<file path="src/shared/option_reg_params.svh">
// Constants for the write-once system option register and its consumers.
`ifndef OPTION_REG_PARAMS_SVH
`define OPTION_REG_PARAMS_SVH

// Register location in the I/O space of the CPU bus.
`define OPT_REG_ADDR 16'h001f

// Field positions inside the option byte.
`define OPT_BIT_SHORT_REC 3
`define OPT_BIT_WDOG_PERIOD 2
`define OPT_BIT_STOP_EN 1
`define OPT_BIT_WDOG_DIS 0
`define OPT_FIELD_MSB 3

// Value of the option byte after any reset.
`define OPT_RESET_VALUE 8'h00

// Stop-mode recovery delays in oscillator clock cycles.
`define REC_SHORT_CYCLES 32
`define REC_LONG_CYCLES 4096

// Watchdog timeout exponents: period is 2^hi minus 2^lo oscillator cycles.
`define WDOG_SHORT_EXP 13
`define WDOG_LONG_EXP 18
`define WDOG_SUB_EXP 4

`endif

</file>
<file path="src/shared/option_reg_pkg.sv">
// Types shared by the option register and its stop recovery timer.
package option_reg_pkg;

  // One-hot states of the stop recovery timer.
  typedef enum logic [2:0] {
    REC_IDLE  = 3'b001,
    REC_COUNT = 3'b010,
    REC_DONE  = 3'b100
  } rec_state_t;

  // Latched option fields in register bit order.
  typedef struct packed {
    logic short_stop_recovery;
    logic watchdog_period_select;
    logic stop_enable;
    logic watchdog_disable;
  } option_fields_t;

endpackage

</file>
<file path="src/shared/stop_recovery_if.sv">
// Link between the option register and the stop recovery timer.
`timescale 1ns/10ps
`default_nettype none

interface stop_recovery_if;
  logic start;
  logic long_sel;
  logic busy;
  logic done;

  // The option block requests a delay; the timer reports its progress.
  modport ctrl (output start, output long_sel, input busy, input done);
  modport timer (input start, input long_sel, output busy, output done);
endinterface

`default_nettype wire

</file>
<file path="src/logic/option_register.sv">
// Write-once system option register with its stop, watchdog and opcode controls.
`timescale 1ns/10ps
`default_nettype none
`include "option_reg_params.svh"

module option_register
  import option_reg_pkg::*;
#(
  parameter int WDOG_LONG_EXP = `WDOG_LONG_EXP,
  parameter int WDOG_SHORT_EXP = `WDOG_SHORT_EXP,
  parameter int WDOG_SUB_EXP = `WDOG_SUB_EXP,
  parameter int REC_SHORT = `REC_SHORT_CYCLES,
  parameter int REC_LONG = `REC_LONG_CYCLES
) (
  input wire logic clk_sys,
  input wire logic resetn,
  input wire logic [15:0] cpu_addr,
  input wire logic cpu_wr_en,
  input wire logic cpu_rd_en,
  input wire logic [7:0] cpu_wdata,
  output logic [7:0] cpu_rdata,
  output logic cpu_rdata_valid,
  output logic write_used,
  output logic short_stop_recovery,
  output logic watchdog_period_select,
  output logic stop_enable,
  output logic watchdog_disable,
  output logic watchdog_enable,
  output logic [WDOG_LONG_EXP:0] watchdog_period_cycles,
  input wire logic stop_opcode,
  output logic stop_entry,
  output logic illegal_opcode,
  input wire logic stop_wake,
  input wire logic wake_by_reset_pin,
  output logic stop_recovery_busy,
  output logic stop_recovery_done
);

  localparam int PW = WDOG_LONG_EXP + 1;
  localparam logic [7:0] RESET_BYTE = `OPT_RESET_VALUE;

  // The period arithmetic only works with ordered exponents.
  initial begin
    if (WDOG_SUB_EXP >= WDOG_SHORT_EXP || WDOG_SHORT_EXP >= WDOG_LONG_EXP) begin
      $error("option_register: watchdog exponents out of order");
    end
  end

  localparam logic [PW-1:0] ONE_W = PW'(1);
  localparam logic [PW-1:0] WDOG_SHORT_PERIOD =
    (ONE_W << WDOG_SHORT_EXP) - (ONE_W << WDOG_SUB_EXP);
  localparam logic [PW-1:0] WDOG_LONG_PERIOD =
    (ONE_W << WDOG_LONG_EXP) - (ONE_W << WDOG_SUB_EXP);

  option_fields_t option_reg;
  logic written_reg;
  logic hit;
  logic [7:0] option_byte;

  assign hit = (cpu_addr == `OPT_REG_ADDR);
  // Upper nibble is unimplemented and always reads zero.
  assign option_byte = {4'h0, option_reg};

  // Write-once latch; the write flag is what re-arms on reset.
  always_ff @(posedge clk_sys or negedge resetn) begin
    if (!resetn) begin
      option_reg <= option_fields_t'(RESET_BYTE[`OPT_FIELD_MSB:0]);
      written_reg <= 1'b0;
    end else if (cpu_wr_en && hit && !written_reg) begin
      option_reg <= option_fields_t'(cpu_wdata[`OPT_FIELD_MSB:0]);
      written_reg <= 1'b1;
    end
  end

  // Read data returns one cycle after the strobe; other addresses read zero.
  always_ff @(posedge clk_sys or negedge resetn) begin
    if (!resetn) begin
      cpu_rdata <= 8'h00;
      cpu_rdata_valid <= 1'b0;
    end else begin
      cpu_rdata <= (cpu_rd_en && hit) ? option_byte : 8'h00;
      cpu_rdata_valid <= cpu_rd_en;
    end
  end

  // Option outputs are copies so that consumers see flops, one cycle late.
  always_ff @(posedge clk_sys or negedge resetn) begin
    if (!resetn) begin
      write_used <= 1'b0;
      short_stop_recovery <= 1'b0;
      watchdog_period_select <= 1'b0;
      stop_enable <= 1'b0;
      watchdog_disable <= 1'b0;
      watchdog_enable <= 1'b1;
    end else begin
      write_used <= written_reg;
      short_stop_recovery <= option_reg.short_stop_recovery;
      watchdog_period_select <= option_reg.watchdog_period_select;
      stop_enable <= option_reg.stop_enable;
      watchdog_disable <= option_reg.watchdog_disable;
      watchdog_enable <= !option_reg.watchdog_disable;
    end
  end

  // Watchdog timeout selection; the counter itself lives elsewhere.
  always_ff @(posedge clk_sys or negedge resetn) begin
    if (!resetn) begin
      watchdog_period_cycles <= WDOG_LONG_PERIOD;
    end else begin
      watchdog_period_cycles <= option_reg.watchdog_period_select ?
        WDOG_SHORT_PERIOD : WDOG_LONG_PERIOD;
    end
  end

  // A decoded stop opcode either enters stop or traps as illegal, never both.
  always_ff @(posedge clk_sys or negedge resetn) begin
    if (!resetn) begin
      stop_entry <= 1'b0;
      illegal_opcode <= 1'b0;
    end else begin
      stop_entry <= stop_opcode && option_reg.stop_enable;
      illegal_opcode <= stop_opcode && !option_reg.stop_enable;
    end
  end

  // A wake through the reset pin ignores the short bit, since the pin
  // may be used while an external crystal is still starting up.
  stop_recovery_if rec_link ();
  assign rec_link.start = stop_wake;
  assign rec_link.long_sel = !option_reg.short_stop_recovery || wake_by_reset_pin;

  stop_recovery_timer #(
    .SHORT_CYCLES(REC_SHORT),
    .LONG_CYCLES(REC_LONG)
  ) u_timer (
    .clk_sys(clk_sys),
    .resetn(resetn),
    .rec(rec_link.timer)
  );

  assign stop_recovery_busy = rec_link.busy;
  assign stop_recovery_done = rec_link.done;

  // Once used, the write opportunity stays spent and the fields hold.
  chk_write_once_hold: assert property (@(posedge clk_sys) disable iff (!resetn)
    written_reg |=> (written_reg && $stable(option_reg)))
    else $error("option register changed after its single write");

  chk_first_write_takes: assert property (@(posedge clk_sys) disable iff (!resetn)
    (cpu_wr_en && hit && !written_reg) |=>
      (option_reg == $past(cpu_wdata[3:0]) && written_reg))
    else $error("first write to option register not latched");

  chk_reset_clears: assert property (@(posedge clk_sys)
    !resetn |-> (option_reg == 4'h0 && !written_reg))
    else $error("option register not cleared by reset");

  chk_read_returns: assert property (@(posedge clk_sys) disable iff (!resetn)
    (cpu_rd_en && cpu_addr == 16'h001f) |=> (cpu_rdata == $past(option_byte)))
    else $error("read of option register returned wrong data");

  chk_upper_zero: assert property (@(posedge clk_sys) disable iff (!resetn)
    cpu_rdata[7:4] == 4'h0)
    else $error("upper option bits read nonzero");

  chk_long_on_pin: assert property (@(posedge clk_sys) disable iff (!resetn)
    (stop_wake && wake_by_reset_pin && !rec_link.busy) |->
      ##33 (rec_link.busy && !rec_link.done))
    else $error("reset-pin wake used a short recovery");

  chk_wdog_period: assert property (@(posedge clk_sys) disable iff (!resetn)
    ##1 (watchdog_period_cycles ==
      ($past(option_reg.watchdog_period_select) ? 19'h01ff0 : 19'h3fff0)))
    else $error("watchdog period does not match select bit");

  chk_stop_legal: assert property (@(posedge clk_sys) disable iff (!resetn)
    stop_opcode |=> (stop_entry == $past(option_reg.stop_enable)
      && illegal_opcode == !$past(option_reg.stop_enable)))
    else $error("stop opcode handling disagrees with stop enable");

  chk_wdog_enable: assert property (@(posedge clk_sys) disable iff (!resetn)
    ##1 (watchdog_enable == !$past(option_reg.watchdog_disable)))
    else $error("watchdog enable disagrees with disable bit");

  cov_second_write: cover property (@(posedge clk_sys) disable iff (!resetn)
    written_reg && cpu_wr_en && hit);
  cov_illegal_stop: cover property (@(posedge clk_sys) disable iff (!resetn)
    illegal_opcode);
  cov_recovery_end: cover property (@(posedge clk_sys) disable iff (!resetn)
    rec_link.done);

endmodule

`default_nettype wire

</file>
<file path="src/logic/stop_recovery_timer.sv">
// Counts the stop-mode recovery delay and pulses done when it expires.
`timescale 1ns/10ps
`default_nettype none
`include "option_reg_params.svh"

module stop_recovery_timer
  import option_reg_pkg::*;
#(
  parameter int SHORT_CYCLES = `REC_SHORT_CYCLES,
  parameter int LONG_CYCLES = `REC_LONG_CYCLES
) (
  input wire logic clk_sys,
  input wire logic resetn,
  stop_recovery_if.timer rec
);

  localparam int CNT_W = $clog2(LONG_CYCLES);

  // The counter must hold both delays minus one.
  initial begin
    if (SHORT_CYCLES < 1 || LONG_CYCLES < 2 || LONG_CYCLES < SHORT_CYCLES) begin
      $error("stop_recovery_timer: delay parameters out of range");
    end
  end

  localparam logic [CNT_W-1:0] SHORT_LOAD = CNT_W'(SHORT_CYCLES - 1);
  localparam logic [CNT_W-1:0] LONG_LOAD = CNT_W'(LONG_CYCLES - 1);

  rec_state_t state_reg;
  logic [CNT_W-1:0] count_reg;
  logic busy_reg;
  logic done_reg;

  // Sequencer; a start while busy is ignored so one wake gives one done.
  always_ff @(posedge clk_sys or negedge resetn) begin
    if (!resetn) begin
      state_reg <= REC_IDLE;
    end else begin
      case (state_reg)
        REC_IDLE: begin
          if (rec.start) begin
            state_reg <= REC_COUNT;
          end
        end
        REC_COUNT: begin
          if (count_reg == '0) begin
            state_reg <= REC_DONE;
          end
        end
        REC_DONE: begin
          state_reg <= REC_IDLE;
        end
        default: begin
          state_reg <= REC_IDLE;
        end
      endcase
    end
  end

  // Delay counter; the load picks the short or long figure.
  always_ff @(posedge clk_sys or negedge resetn) begin
    if (!resetn) begin
      count_reg <= '0;
    end else if (state_reg == REC_IDLE && rec.start) begin
      count_reg <= rec.long_sel ? LONG_LOAD : SHORT_LOAD;
    end else if (state_reg == REC_COUNT && count_reg != '0) begin
      count_reg <= count_reg - 1'b1;
    end
  end

  // Status flags are flops of their own, so the top's outputs need no gates after them.
  always_ff @(posedge clk_sys or negedge resetn) begin
    if (!resetn) begin
      busy_reg <= 1'b0;
      done_reg <= 1'b0;
    end else begin
      busy_reg <= (state_reg == REC_IDLE) ? rec.start : (state_reg == REC_COUNT);
      done_reg <= (state_reg == REC_COUNT) && (count_reg == '0);
    end
  end

  assign rec.busy = busy_reg;
  assign rec.done = done_reg;

  // Done rises SHORT_CYCLES edges after the start, so it is first sampled one edge later.
  chk_short_delay_len: assert property (@(posedge clk_sys) disable iff (!resetn)
    (state_reg == REC_IDLE && rec.start && !rec.long_sel) |-> ##33 rec.done)
    else $error("short recovery did not finish after 32 cycles");

endmodule

`default_nettype wire

</file>
<file path="config.mk">
export PLATFORM = sky130hd
export DESIGN_NAME = option_register
export DESIGN_NICKNAME = d
export VERILOG_FILES = /design/src/shared/option_reg_pkg.sv /design/src/shared/stop_recovery_if.sv /design/src/logic/option_register.sv /design/src/logic/stop_recovery_timer.sv
export VERILOG_INCLUDE_DIRS = /design/src /design/src/shared
export SDC_FILE = /design/constraint.sdc
export NUM_CORES = 1
export LEC_CHECK = 0
export ABC_AREA = 1
export BUFFER_PORTS_ARGS = -buffer_cell sky130_fd_sc_hd__buf_2
export CAP_MARGIN = 20
export CORE_MARGIN = 5
export CORE_UTILIZATION = 43
export CTS_CLUSTER_SIZE = 14
export DETAILED_ROUTE_END_ITERATION = 16
export PLACE_DENSITY = 0.71
export SETUP_SLACK_MARGIN = 0.05
export SLEW_MARGIN = 20
export SYNTH_ARGS = -nofsm -noshare
export SYNTH_HDL_FRONTEND = slang
export SYNTH_SLANG_ARGS = --single-unit
export TNS_END_PERCENT = 100
</file>
<file path="constraint.sdc">
create_clock -name clk_sys -period 2.24 [get_ports clk_sys]
set_input_delay 0.448 -clock clk_sys [delete_from_list [all_inputs] [get_ports clk_sys]]
set_output_delay 0.448 -clock clk_sys [all_outputs]
set_load 0.03 [all_outputs]
</file>
==> summary.log <==
[outcome] result of the run finished, final reports clean
[global_route] largest net degree at the start of global routing 37
[clock_network] clock insertion delay at the later pin of the skew report 0.29 ns
[die] boundary pin count 69
[final_layout] filler instances 398
[final_layout] share of post-route cells with drive strength above 1 29.9%
[timing] shortest clock period the worst path allows after layout 1.62 ns
[critical_path] Setup crit end kind flip-flop
[place] weighted congestion at the end of routability-driven global placement 0.748
[place] Final HPWL DP 2610 um
[die] Core Area 4090 um^2
[synth] instance count of the mapped netlist 218
[timing] Final setup violation count 0
[critical_path] Crit path depth 6
[drt] Vias per Instance 4.58
[synth] most numerous cell types in the synthesized netlist nand2_1 (51), dfrtp_1 (33), inv_1 (27)
[timing] worst rel slew slack 48.2%
[critical_path] delay contributed by the slowest stage of the critical path 0.56 ns
[timing] final clock period utilization by the worst path 72.4%
[critical_path] category of the critical setup timing path reg2reg
[die] Initial Utilization 45.2%
[global_route] antenna violations before repair 0
[drt] Total Wirelength 3450 um
[critical_path] crit-path max FO 17
[global_route] grt ovf 0
[timing] number of max-slew violations in the final report 0
[timing] achievable clock frequency 617 MHz
[synth] dominant cells by area after synthesis dfrtp_1 (45%), nand2_1 (10%), buf_4 (8.9%)
[timing] slew at the pin closest to its max-slew limit 0.777 ns
[global_route] vias in the first global route 1,439
[critical_path] data required time at the worst endpoint 2.46 ns
[drt] DRC 0
[final_layout] number of flip-flops under the largest register name 12
[synth] share of flip-flops with an asynchronous set or reset after synthesis 100%
[drt] Via Count 1,438
[die] full die area 5710 um^2
[clock_network] maximum buffer depth of the clock tree 2
[critical_path] arrival time at the worst endpoint 1.84 ns
[clock_network] CTS sink cnt 36
[global_route] total routing usage reported by global routing 13.8%
[drt] Routed WL per cell 11.0 um
[timing] final setup skew 0.00718 ns
[synth] number of synthesized register bits 36
[synth] top_reg_cell synth dfrtp_1
[clock_network] CTS H-tree depth 2
[clock_network] cell at the root of the clock tree clkbuf_8
[die] vertical extent of the die 75.5 um
[clock_network] number of buffers created by CTS 5
[die] chip width 75.5 um
[place] cell count after placement 306
[drt] count of nets left with antenna violations after detail routing 0
[place] # port buffers 46
[global_route] wire length of the first global-routing pass 6000 um
[pwr] worst ir drop on vdd 0.000360 V
[drt] Initial DRC Count 79
[min_path] Hold Crit Class in2async
[critical_path] cell with the biggest individual delay on the critical path dfstp_2
[clock_network] number of gates resized after CTS 0
[critical_path] crit path launch type flip-flop
[critical_path] Worst Reg2Reg Path Length in Cells 6
[timing] RSZ-0062 raised after global routing false
[pwr] leakage power summed over all cells 1.17 nW
[final_layout] diodes inserted 0
[die] Site Rows 23
[critical_path] kind of cell with the highest combined delay on the critical path simple AND/OR/NAND/NOR gates
[synth] portion of the post-synthesis area used by sequential elements 49.0%
[synth] EDFF count, synth 0
[synth] most common cell in the netlist nand2_1
[final_layout] final-stage net count 296
[drt] number of detailed-routing iterations run before antenna repair 4
[job] max-capacitance violation count 0
[timing] final total negative setup slack 0 ns
[synth] Avg Cell Area, Syn 8.47 um^2
[clock_network] number of buffers inserted for hold repair after clock tree synthesis 0
[clock_network] number of buffers added for setup after CTS 0
[critical_path] crit-path cells inv_1, nor2_1, nand3_2, nand2_4, o21ai_0, nand2_1
[synth] post-synthesis cell area 1850 um^2
[timing] final hold violations 0
[pwr] Overall Power 2.16 mW
[synth] distinct cell type count of the synthesized netlist 24
[synth] Synth warnings 0
[synth] fraction of synthesized cell area taken by the top area cell type 44.7%
[final_layout] Layout area overhead 15.3%
[critical_path] combined buffer and inverter count along the critical path 1
[pwr] pwr/cell area 1020 nW/um^2
[final_layout] non-filler instance count after layout 314
[synth] Synth area leader dfrtp_1
[final_layout] post-route cell area 2130 um^2
[place] placed cell areas 2020 um^2
[clock_network] clock transition at the register clock pins on the worst setup and hold paths after CTS 0.08 ns
[clock_network] CTS tree yes
## metal layers
metal  global-route usage, %  vias up  share of wire (%)
li1                        -      725                  -
met1                    16.1      672                 43
met2                    24.2       36                 49
met3                    3.69        5                6.3
met4                    5.44        0                1.5
met5                       0        -                  0
## report_power, final
part           leakage, nW  switching, mW  internal, mW
combinational        0.672          0.482         0.238
clock               0.0541          0.232         0.329
sequential           0.448          0.108         0.776
## stage by stage
| stage | util (%) | worst slack, ns | hold WS, ns |
|---|---|---|---|
| after floorplan | - | 0.843 | 0.152 |
| after global placement | 49.4 | 0.658 | 0.357 |
| after detailed placement | 49.4 | 0.632 | 0.362 |
| after CTS | 52.1 | 0.620 | 0.264 |
| after global routing | 52.1 | 0.489 | 0.275 |
| final | 52.1 | 0.619 | 0.220 |
## area by class of cell
type | instances | area, um^2 | area share [%]
Sequential cell | 36 | 905 | 42.5
Multi-Input combinational cell | 143 | 704 | 33.1
Timing Repair Buffer | 46 | 230 | 10.8
Inverter | 31 | 116 | 5.46
Clock buffer | 5 | 68.8 | 3.23
Tap cell | 50 | 62.6 | 2.94
Clock inverter | 3 | 42.5 | 2.00
## logic make-up after synthesis
| logic type | count (synthesis) | synth area share (%) |
|---|---|---|
| other | 2 | 0.407 |
| AOI/OAI and AO/OA | 16 | 5.76 |
| buffers and inverters | 55 | 16.1 |
| DFF | 36 | 49.0 |
| adders and majority gates | 2 | 1.35 |
| xor gates and xnor gates | 1 | 0.474 |
| and+or+nand+nor | 106 | 26.9 |
## final timing paths
| check | startpoint | endpoint | slack (ns) |
|---|---|---|---|
| worst max-delay path | u_timer.state_reg[0]$_DFFE_PN1P_ | u_timer.count_reg[2]$_DFFE_PN0P_ | 0.62 |
| worst min-delay path | resetn | u_timer.count_reg[5]$_DFFE_PN0P_ | 0.22 |
| worst max register to register | u_timer.state_reg[0]$_DFFE_PN1P_ | u_timer.count_reg[2]$_DFFE_PN0P_ | 0.62 |
| worst min register to register | written_reg$_DFFE_PN0P_ | write_used$_DFF_PN0_ | 0.38 |
| max in group asynchronous | resetn | cpu_rdata_valid$_DFF_PN0_ | 1.51 |
| min in group clk_sys | cpu_rd_en | cpu_rdata_valid$_DFF_PN0_ | 0.28 |
## layout by cell type, fill, tap and decap left out, drive strengths merged
cell,netlist,routed
nand2,55,55
buf,24,46
dfrtp,33,33
inv,31,31
nor2,26,26
conb,2,18
nand3,17,17
o21ai,16,16
clkbuf,0,5
nand4,4,4
dfstp,3,3
nor4,2,2
ha,2,2
nand3b,1,1
nor3,1,1
xor2,1,1
clkinv,0,1
clkinvlp,0,1
bufinv,0,1
Power figures use the tool's default switching activity.
